## src/logic/isprg_defs.svh

```systemverilog
/*
 * constants of the in-system flash programming register block: register
 * byte offsets, reset values, field positions, boot vectors, timing.
 * assumes inclusion by bare name; definitions only.
 */
`ifndef ISPRG_DEFS_SVH
`define ISPRG_DEFS_SVH

// ********************
// register byte offsets (one aligned word each)
// ********************
`define ISPRG_OFF_ADDR_HIGH    8'h00
`define ISPRG_OFF_ADDR_LOW     8'h04
`define ISPRG_OFF_READ_DATA    8'h08
`define ISPRG_OFF_WRITE_DATA   8'h0c
`define ISPRG_OFF_PULSE_TIMING 8'h10
`define ISPRG_OFF_COMMAND      8'h14
`define ISPRG_OFF_STATUS       8'h18

// ********************
// reset values and fields
// ********************
`define ISPRG_ADDR_RESET       8'h00
`define ISPRG_TIMING_RESET     8'h7b
`define ISPRG_TIMING_WR_MASK   8'h7f
`define ISPRG_UNMAPPED_DATA    32'hdeadbeef
`define ISPRG_CMD_READ         2'h0
`define ISPRG_CMD_WRITE        2'h1
`define ISPRG_CMD_PAGE_ERASE   2'h2
`define ISPRG_CMD_MASS_ERASE   2'h3
`define ISPRG_STAT_BUSY        0
`define ISPRG_STAT_BOOT_ROM    1

// ********************
// addresses
// ********************
`define ISPRG_MASS_ERASE_ADDR  16'h0000
`define ISPRG_OPTION_ALIAS     16'hffff
`define ISPRG_OPTION_ADDR      16'h1fff
`define ISPRG_RESET_VECTOR     16'h0000
`define ISPRG_BOOT_ROM_BYTES   1024

// ********************
// timing: pulse length per timing-code step
// ********************
`define ISPRG_CLK_MHZ          250
`define ISPRG_STEP_NS          40
`define ISPRG_STEP_CYCLES      ((`ISPRG_STEP_NS * `ISPRG_CLK_MHZ + 999) / 1000)

`endif

```

## src/logic/isprg_pkg.sv

```systemverilog
/*
 * types shared by the programming register block and its submodules.
 * assumes the defs header supplies all numeric constants.
 */
package isprg_pkg;

   typedef enum logic [1:0] {
      ISPRG_OP_READ,
      ISPRG_OP_WRITE,
      ISPRG_OP_PAGE_ERASE,
      ISPRG_OP_MASS_ERASE
   } isprg_op_e;

   typedef enum logic [1:0] {
      ISPRG_ST_IDLE,
      ISPRG_ST_REQ,
      ISPRG_ST_PULSE
   } isprg_state_e;

endpackage

```

## src/logic/isprg_flash_if.sv

```systemverilog
/*
 * carrier between the register block and its flash sequencer.
 * assumes one clock domain, the same as the register block.
 */
`timescale 1ns/1ps

interface isprg_flash_if;
   logic                    start;
   isprg_pkg::isprg_op_e    op;
   logic [15:0]             addr;
   logic [7:0]              wdata;
   logic [7:0]              timing;
   logic                    busy;
   logic                    done;
   logic [7:0]              rdata;

   modport ctrl (output start, output op, output addr, output wdata, output timing,
                 input busy, input done, input rdata);
   modport seq  (input start, input op, input addr, input wdata, input timing,
                 output busy, output done, output rdata);
endinterface

```

## src/logic/isprg_sequencer.sv

```systemverilog
/*
 * flash operation sequencer: issues one read, write or erase on the
 * flash array port and times the pulse from the timing code.
 * assumes the flash array acknowledges each request with flashAck.
 */
`timescale 1ns/1ps
`include "isprg_defs.svh"

module isprg_sequencer (
   // clock and reset
   input  wire logic         clk_sys,
   input  wire logic         rst,
   // register side
   isprg_flash_if.seq        fl,
   // flash array
   output logic              flashReq,
   output isprg_pkg::isprg_op_e flashOp,
   output logic [15:0]       flashAddr,
   output logic [7:0]        flashWdata,
   output logic              flashPulse,
   input  wire logic         flashAck,
   input  wire logic [7:0]   flashRdata
);

   isprg_pkg::isprg_state_e  state;
   logic [15:0]              pulseLeft;
   logic [7:0]               stepLeft;

   assign fl.busy = (state != isprg_pkg::ISPRG_ST_IDLE);

   // ************************************************************
   // sequence
   // ************************************************************
   always_ff @(posedge clk_sys) begin
      if (rst) begin
         state      <= isprg_pkg::ISPRG_ST_IDLE;
         flashReq   <= 1'b0;
         flashPulse <= 1'b0;
         flashOp    <= isprg_pkg::ISPRG_OP_READ;
         flashAddr  <= 16'h0000;
         flashWdata <= 8'h00;
         pulseLeft  <= 16'h0000;
         stepLeft   <= 8'h00;
         fl.done    <= 1'b0;
      end else begin
         fl.done <= 1'b0;
         case (state)
            isprg_pkg::ISPRG_ST_IDLE: begin
               if (fl.start) begin
                  flashReq   <= 1'b1;
                  flashOp    <= fl.op;
                  flashAddr  <= fl.addr;
                  flashWdata <= fl.wdata;
                  state      <= isprg_pkg::ISPRG_ST_REQ;
               end
            end
            isprg_pkg::ISPRG_ST_REQ: begin
               if (flashAck) begin
                  flashReq <= 1'b0;
                  if (flashOp == isprg_pkg::ISPRG_OP_READ) begin
                     fl.done <= 1'b1;
                     state   <= isprg_pkg::ISPRG_ST_IDLE;
                  end else begin
                     flashPulse <= 1'b1;
                     pulseLeft  <= {9'h000, fl.timing[6:0]};
                     stepLeft   <= 8'(`ISPRG_STEP_CYCLES - 1);
                     state      <= isprg_pkg::ISPRG_ST_PULSE;
                  end
               end
            end
            isprg_pkg::ISPRG_ST_PULSE: begin
               if (stepLeft != 8'h00) begin
                  stepLeft <= stepLeft - 8'h01;
               end else if (pulseLeft != 16'h0000) begin
                  pulseLeft <= pulseLeft - 16'h0001;
                  stepLeft  <= 8'(`ISPRG_STEP_CYCLES - 1);
               end else begin
                  flashPulse <= 1'b0;
                  fl.done    <= 1'b1;
                  state      <= isprg_pkg::ISPRG_ST_IDLE;
               end
            end
            default: state <= isprg_pkg::ISPRG_ST_IDLE;
         endcase
      end
   end

   // ************************************************************
   // read capture
   // ************************************************************
   always_ff @(posedge clk_sys) begin
      if (state == isprg_pkg::ISPRG_ST_REQ && flashAck) begin
         fl.rdata <= flashRdata;
      end
   end

endmodule

```

## src/logic/isprg_boot_select.sv

```systemverilog
/*
 * boot source choice: samples the option bit each clock while reset is high, holds it after release
 * and gives the fetch start point.
 * assumes the option bit is valid while reset is high.
 */
`timescale 1ns/1ps
`include "isprg_defs.svh"

module isprg_boot_select (
   // clock and reset
   input  wire logic         clk_sys,
   input  wire logic         rst,
   // option bit
   input  wire logic         bootFromFlash,
   // result
   output logic              runBootRom,
   output logic [15:0]       startAddr,
   output logic              startValid
);

   // caught by a clocked process during reset, never as a reset value
   always_ff @(posedge clk_sys) begin
      if (rst) begin
         // set bit starts flash at 0000
         runBootRom <= ~bootFromFlash;
         startAddr  <= `ISPRG_RESET_VECTOR;
         startValid <= 1'b0;
      end else begin
         startValid <= 1'b1;
      end
   end

endmodule

```

## src/logic/isprg_regs.sv

```systemverilog
/*
 * in-system flash programming register block: avalon-mm slave holding
 * address, data and pulse-timing registers, a command port that starts
 * flash operations, and the boot source choice at reset exit.
 * assumes a single 250 mhz clock, synchronous reset, and a flash array
 * port that acknowledges each request.
 */
// The register addresses and the Avalon-MM slave port are this design's own decisions.
`timescale 1ns/1ps
`include "isprg_defs.svh"

// What this block does
// - option bit zero boots from rom
// - option bit one starts flash 0000
// - address is high and low bytes
// - alias ffff reaches option byte 1fff
// - address registers reset to 00
// - read result lands in read data
// - write byte comes from write data
// - pulse width follows timing code
// - timing resets to 10 mhz code
// - timing bit 7 read only
// - hidden control not software visible
// - boot rom is 1k bytes
// - rom boot watches serial port
module isprg_regs #(
   parameter int BOOT_ROM_BYTES = `ISPRG_BOOT_ROM_BYTES
) (
   // clock and reset
   input  wire logic         clk_sys,
   input  wire logic         rst,
   // avalon-mm slave
   input  wire logic [7:0]   avs_address,
   input  wire logic         avs_read,
   input  wire logic         avs_write,
   input  wire logic [31:0]  avs_writedata,
   input  wire logic [3:0]   avs_byteenable,
   output logic [31:0]       avs_readdata,
   output logic              avs_waitrequest,
   output logic [1:0]        avs_response,
   // boot source
   input  wire logic         bootFromFlash,
   output logic              runBootRom,
   output logic              serialWatchEnable,
   output logic [15:0]       fetchStart,
   output logic              fetchStartValid,
   output logic [9:0]        bootRomLastAddr,
   // flash array
   output logic              flashReq,
   output logic [1:0]        flashOp,
   output logic [15:0]       flashAddr,
   output logic [7:0]        flashWdata,
   output logic              flashPulse,
   input  wire logic         flashAck,
   input  wire logic [7:0]   flashRdata
);

   // ************************************************************
   // storage
   // ************************************************************
   logic [7:0]               progAddressHigh;
   logic [7:0]               progAddressLow;
   logic [7:0]               progReadData;
   logic [7:0]               progWriteData;
   logic [7:0]               progPulseTiming;
   logic                     accessDone;
   logic [31:0]              next_readdata;
   logic [1:0]               next_response;
   logic                     cmdStart;
   isprg_pkg::isprg_op_e     cmdOp;
   logic [15:0]              seqAddr;
   logic                     runRom;
   logic [15:0]              startAddr;
   logic                     startValid;
   logic [15:0]              seqFlashAddr;
   isprg_pkg::isprg_op_e     seqFlashOp;
   logic                     seqFlashReq;
   logic [7:0]               seqFlashWdata;
   logic                     seqFlashPulse;
   logic                     wrHit;

   isprg_flash_if            flIf ();

   wire logic [15:0] progAddress = {progAddressHigh, progAddressLow};
   wire logic        busReq      = (avs_read | avs_write) & ~accessDone;

   // ************************************************************
   // bus handshake: one wait cycle, then answer
   // ************************************************************
   always_ff @(posedge clk_sys) begin
      if (rst) begin
         accessDone <= 1'b0;
      end else begin
         accessDone <= busReq;
      end
   end

   // waitrequest high while a request waits its answer cycle
   always_ff @(posedge clk_sys) begin
      if (rst) begin
         avs_waitrequest <= 1'b1;
      end else begin
         avs_waitrequest <= ~busReq;
      end
   end

   assign wrHit = avs_write & busReq & avs_byteenable[0];

   // ************************************************************
   // address registers
   // ************************************************************
   always_ff @(posedge clk_sys) begin
      if (rst) begin
         progAddressHigh <= `ISPRG_ADDR_RESET;
         progAddressLow  <= `ISPRG_ADDR_RESET;
      end else if (wrHit) begin
         if (avs_address == `ISPRG_OFF_ADDR_HIGH) begin
            progAddressHigh <= avs_writedata[7:0];
         end else if (avs_address == `ISPRG_OFF_ADDR_LOW) begin
            progAddressLow <= avs_writedata[7:0];
         end
      end
   end

   // write data has no reset: undetermined until loaded
   always_ff @(posedge clk_sys) begin
      if (wrHit && avs_address == `ISPRG_OFF_WRITE_DATA) begin
         progWriteData <= avs_writedata[7:0];
      end
   end

   // ************************************************************
   // pulse timing
   // ************************************************************
   always_ff @(posedge clk_sys) begin
      if (rst) begin
         progPulseTiming <= `ISPRG_TIMING_RESET;
      end else if (wrHit && avs_address == `ISPRG_OFF_PULSE_TIMING) begin
         progPulseTiming <= (avs_writedata[7:0] & `ISPRG_TIMING_WR_MASK)
                          | (progPulseTiming & ~`ISPRG_TIMING_WR_MASK);
      end
   end

   // ************************************************************
   // command: write to command offset starts an operation
   // ************************************************************
   // sequencer control kept internal
   always_comb begin
      cmdStart = wrHit && avs_address == `ISPRG_OFF_COMMAND && !flIf.busy;
      case (avs_writedata[1:0])
         `ISPRG_CMD_WRITE:      cmdOp = isprg_pkg::ISPRG_OP_WRITE;
         `ISPRG_CMD_PAGE_ERASE: cmdOp = isprg_pkg::ISPRG_OP_PAGE_ERASE;
         `ISPRG_CMD_MASS_ERASE: cmdOp = isprg_pkg::ISPRG_OP_MASS_ERASE;
         default:               cmdOp = isprg_pkg::ISPRG_OP_READ;
      endcase
   end

   always_comb begin
      if (progAddress == `ISPRG_OPTION_ALIAS) begin
         seqAddr = `ISPRG_OPTION_ADDR;
      end else begin
         seqAddr = progAddress;
      end
   end

   assign flIf.start  = cmdStart;
   assign flIf.op     = cmdOp;
   assign flIf.addr   = seqAddr;
   assign flIf.wdata  = progWriteData;
   assign flIf.timing = progPulseTiming;

   isprg_sequencer u_seq (
      .clk_sys    (clk_sys),
      .rst        (rst),
      .fl         (flIf.seq),
      .flashReq   (seqFlashReq),
      .flashOp    (seqFlashOp),
      .flashAddr  (seqFlashAddr),
      .flashWdata (seqFlashWdata),
      .flashPulse (seqFlashPulse),
      .flashAck   (flashAck),
      .flashRdata (flashRdata)
   );

   // ************************************************************
   // read data: no reset, undefined until first read completes
   // ************************************************************
   logic lastWasRead;
   always_ff @(posedge clk_sys) begin
      if (rst) begin
         lastWasRead <= 1'b0;
      end else if (cmdStart) begin
         lastWasRead <= (cmdOp == isprg_pkg::ISPRG_OP_READ);
      end
   end

   always_ff @(posedge clk_sys) begin
      if (flIf.done && lastWasRead) begin
         progReadData <= flIf.rdata;
      end
   end

   // ************************************************************
   // read mux and response
   // ************************************************************
   always_comb begin
      next_readdata = 32'h0000_0000;
      next_response = 2'b00;
      if (avs_address == `ISPRG_OFF_ADDR_HIGH) begin
         next_readdata[7:0] = progAddressHigh;
      end else if (avs_address == `ISPRG_OFF_ADDR_LOW) begin
         next_readdata[7:0] = progAddressLow;
      end else if (avs_address == `ISPRG_OFF_READ_DATA) begin
         next_readdata[7:0] = progReadData;
      end else if (avs_address == `ISPRG_OFF_WRITE_DATA) begin
         next_readdata[7:0] = progWriteData;
      end else if (avs_address == `ISPRG_OFF_PULSE_TIMING) begin
         next_readdata[7:0] = progPulseTiming;
      end else if (avs_address == `ISPRG_OFF_COMMAND) begin
         next_readdata = 32'h0000_0000;
      end else if (avs_address == `ISPRG_OFF_STATUS) begin
         next_readdata[`ISPRG_STAT_BUSY]     = flIf.busy;
         next_readdata[`ISPRG_STAT_BOOT_ROM] = runRom;
      end else begin
         next_readdata = `ISPRG_UNMAPPED_DATA;
         next_response = 2'b10;
      end
   end

   always_ff @(posedge clk_sys) begin
      if (rst) begin
         avs_readdata <= 32'h0000_0000;
         avs_response <= 2'b00;
      end else if (busReq) begin
         avs_readdata <= avs_read ? next_readdata : 32'h0000_0000;
         avs_response <= next_response;
      end
   end

   // ************************************************************
   // boot source
   // ************************************************************
   isprg_boot_select u_boot (
      .clk_sys       (clk_sys),
      .rst           (rst),
      .bootFromFlash (bootFromFlash),
      .runBootRom    (runRom),
      .startAddr     (startAddr),
      .startValid    (startValid)
   );

   always_ff @(posedge clk_sys) begin
      if (rst) begin
         runBootRom        <= 1'b0;
         serialWatchEnable <= 1'b0;
         fetchStart        <= `ISPRG_RESET_VECTOR;
         fetchStartValid   <= 1'b0;
         bootRomLastAddr   <= 10'h000;
      end else begin
         runBootRom        <= runRom;
         serialWatchEnable <= runRom & startValid;
         fetchStart        <= startAddr;
         fetchStartValid   <= startValid;
         bootRomLastAddr   <= 10'(BOOT_ROM_BYTES - 1);
      end
   end

   // ************************************************************
   // flash port registered again so outputs come from flip-flops
   // ************************************************************
   always_ff @(posedge clk_sys) begin
      if (rst) begin
         flashReq   <= 1'b0;
         flashOp    <= 2'b00;
         flashAddr  <= 16'h0000;
         flashWdata <= 8'h00;
         flashPulse <= 1'b0;
      end else begin
         flashReq   <= seqFlashReq & ~flashAck;
         flashOp    <= seqFlashOp;
         flashAddr  <= seqFlashAddr;
         flashWdata <= seqFlashWdata;
         flashPulse <= seqFlashPulse;
      end
   end

endmodule

```

## config.mk

```make
export PLATFORM = sky130hd
export DESIGN_NAME = isprg_regs
export DESIGN_NICKNAME = d
export VERILOG_FILES = /design/src/logic/isprg_pkg.sv /design/src/logic/isprg_flash_if.sv /design/src/logic/isprg_sequencer.sv /design/src/logic/isprg_boot_select.sv /design/src/logic/isprg_regs.sv
export VERILOG_INCLUDE_DIRS = /design/src /design/src/logic
export SDC_FILE = /design/constraint.sdc
export NUM_CORES = 1
export LEC_CHECK = 0
export ABC_AREA = 1
export BUFFER_PORTS_ARGS = -buffer_cell sky130_fd_sc_hd__buf_4
export CORE_ASPECT_RATIO = 0.6
export CORE_MARGIN = 2
export CORE_UTILIZATION = 58
export DETAILED_ROUTE_END_ITERATION = 7
export PLACE_DENSITY_LB_ADDON = 0.05
export SYNTH_ARGS = -nofsm -noshare
export SYNTH_HDL_FRONTEND = slang
export SYNTH_SLANG_ARGS = --single-unit
```

## constraint.sdc

```tcl
create_clock -name clk_sys -period 4.3 [get_ports clk_sys]
set_clock_uncertainty 0.05 [all_clocks]
set_input_delay 0.645 -clock clk_sys [delete_from_list [all_inputs] [get_ports clk_sys]]
set_output_delay 0.645 -clock clk_sys [all_outputs]
set_load 0.005 [all_outputs]
```

==> impl_metrics.csv <==
group,metric,value,unit
pwr,peakVddDrop,0.000342,V
drt,dr_total_vias,5837,
floorplanning,io_pins,150,
place,placed_cell_area,7230,µm²
critical_path,r2r_end,"u_seq.pulseLeft[14]",
floorplanning,dieWidth,143,µm
timing,min_period,2.57,ns
clock_network,clk_latency,0.42,ns
pwr,power.total,3810,µW
timing,drv_slew,0,
pwr,p_leak,0.00351,µW
cells_and_area,design_area,7810,µm²
timing,tightest_slew,0.891,ns
place,dp_hpwl,11400,µm
critical_path,cp_num_cells,8,
global_route,antenna_found_initial,0,
timing,fmax,389,MHz
global_route,grt_util_met3,9.35,%
clock_network,cts_made_buffers,17,
cells_and_area,multi_input_area,2700,µm²
global_route,grt_remaining_overflow,0,
clock_network,htreeDepth,4,
global_route,grt_max_degree,57,
drt,avgViaCountPerCell,5.19,
clock_network,cts.sinks,148,
drt,ant_nets,0,
drt,drc_errors,0,
timing,setup_viol,0,
critical_path,critPathMaxStageDelay,0.68,ns
yosys,ys_seq_elements,148,
timing,rsz0062_at_grt,"false",
floorplanning,die_area,12500,µm²
critical_path,reg2reg_slack,1.73,ns
critical_path,cp_max_fo,24,
min_path,hold_class,"in -> reg",
yosys,yosys.area.top_type,"dfxtp_1",
floorplanning,start_util,59.4,%
place,gp_congestion,0.924,
clock_network,cts_buffer_depth,2,
outcome,status,"complete, no violations",
drt,routed_wl,16000,µm
critical_path,cp_cell_sequence,"inv_1, ha_1, inv_1, nor2_2, nor2_2, nand3_2, nand2_1, a21oi_1",
cells_and_area,num-nets-final,1017,
timing,finalSetupTns,0,ns
yosys,yosysTopAreaCellShare,36.7,%
timing,period_share,59.8,%
cells_and_area,syn2layout_area_growth,16.3,%
yosys,yosysSeqAreaShare,47.8,%
floorplanning,core_area,11300,µm²
global_route,gr-usage-met2,36.4,%
clock_network,cts_setup_buffers,0,
yosys,synth_area,6720,µm²
critical_path,slowest_stage,"inv_1",
cells_and_area,antennaDiodeCount,0,
clock_network,hold_buffers,0,
yosys,synthTopCellsByArea,"dfxtp_1, edfxtp_1, nand2_1, nor2_1, buf_4",
cells_and_area,drive_gt1_share,16.3,%
global_route,grt_busiest_layer,"met1",
place,dp_cells,1092,
global_route,grt_use_met1,39.2,%
yosys,synth.avg_cell_area,7.56,µm²
critical_path,path_delay_family,"simple AND/OR/NAND/NOR gates",
critical_path,crit_start,"u_seq.state[0]",
timing,hold_viol,0,
critical_path,path_class,"reg -> reg",
cells_and_area,ff_latch_area,3210,µm²
critical_path,r2r_start,"u_seq.state[0]",
drt,drt_iter0_markers,597,
drt,first_pass_iters,7,
clock_network,clk_pin_slew,0.06,ns
critical_path,worst_ep_required_time,4.52,ns
yosys,synth_cell_types,37,
drt,avgRoutedWirePerCell,14.2,µm
critical_path,ff2ff_path_depth,8,
clock_network,post_cts_resize_count,0,
yosys,synthCells,888,
global_route,grt_pass1_wl,25400,µm
critical_path,crit_buf_inv,2,
critical_path,crit_arrival,2.79,ns
yosys,synth_warnings,0,
cells_and_area,nFillCells,919,
cells_and_area,fin_cells,1125,
cells_and_area,mostFrequentLayoutCells,"nand2_1, nor2_1, dfxtp_1",
global_route,grt_use_total,26.5,%
global_route,first_global_vias,5043,
critical_path,crit_end,"u_seq.pulseLeft[14]",
critical_path,critPathLaunchType,"flop",
place,port_buffers,98,
floorplanning,rows,30,
clock_network,root_buffer,"clkbuf_16",
clock_network,cts_tree,"yes",
cells_and_area,layout_commonest_cell,"nand2_1",
timing,relSlewSlack,40.4,%
critical_path,worst_setup_path_end_kind,"flop",
flow_run,drv_cap,0,
floorplanning,dieHeight,87.4,µm
pwr,p_per_area,487,nW/µm²
-- cell type report --
type | count | share of cell area, %
Sequential cell | 148 | 41.1
Clock buffer | 18 | 5.49
Multi-Input combinational cell | 583 | 34.5
Tap cell | 160 | 2.56
Timing Repair Buffer | 99 | 9.77
Inverter | 103 | 4.95
Clock inverter | 14 | 1.55
-- worst min path at each step --
stage                              startpoint                 to  cells past startpoint
final                           flashRdata[0]  u_seq.fl.rdata[0]                      1
after global routing            flashRdata[6]  u_seq.fl.rdata[6]                      1
after detailed placement    u_seq.fl.rdata[1]    progReadData[1]                      0
after floorplan           u_seq.flashAddr[13]      flashAddr[13]                      2
after CTS                       flashRdata[0]  u_seq.fl.rdata[0]                      1
after global placement      u_seq.fl.rdata[5]    progReadData[5]                      0
-- logic make-up (layout without fill, tap and decap cells) --
family	count (synthesis)	in the layout	share of synthesized area [%]
AO/OA/AOI/OAI	116	116	8.79
XOR/XNOR	6	6	0.782
adder cells (fa/ha/maj)	7	7	1.30
buffers and inverters	180	234	13.3
flip-flops	148	148	47.8
other	1	24	0.0558
AND/OR/NAND/NOR	430	430	27.9
-- report_power, final --
part / internal (µW) / total [µW] / switching [µW]
logic: 305 / 885 / 580
registers: 1470 / 1530 / 53.4
clock network: 759 / 1390 / 633
total: 2540 / 3810 / 1270
-- worst register-to-register path: stages, from the launching register on --
cell and delay (ns):
dfxtp_1 0.35, inv_1 0.07, ha_1 0.41, inv_1 0.68, nor2_2 0.11, nor2_2 0.15, nand3_2 0.34, nand2_1 0.17
a21oi_1 0.08
-- sequential cells by signal, summed over array words and instances, names as in the netlist, 9 cells and up --
register         cells
flashAddr           16
u_seq.flashAddr     16
u_seq.pulseLeft     16
avs_readdata         9
-- Yosys cell counts (all sizes together) --
library cell  instances
clkbuf               13
a21oi                57
dfxtp               123
nand3b                2
xor2                  1
o21ai                55
edfxtp               25
xnor2                 5
buf                  64
and3                  1
ha                    7
or2                   5
o22ai                 1
nand3                49
nor2                157
o211ai                2
nor3                 20
nor4                  2
conb                  1
nand4                15
o22a                  1
nand2               179
inv                 103
-- through the flow --
| stage | utilization, % | hold slack [ns] | setup WS (ns) |
|---|---|---|---|
| finish | 69.1 | 0.343 | 1.73 |
| global placement | 64.0 | 0.355 | 1.51 |
| global route | 69.1 | 0.328 | 1.52 |
| detailed placement | 64.0 | 0.355 | 1.47 |
| floorplan | - | 0.350 | 2.33 |
| CTS | 68.9 | 0.338 | 1.73 |
-- routing by layer --
metal / vias to the layer above / part of all wire [%]
met3: 19 / 11
met1: 2651 / 48
met4: 0 / 1.2
met5: - / 0
met2: 288 / 39
li1: 2879 / -
No activity file was read; power rests on OpenSTA's default activity.
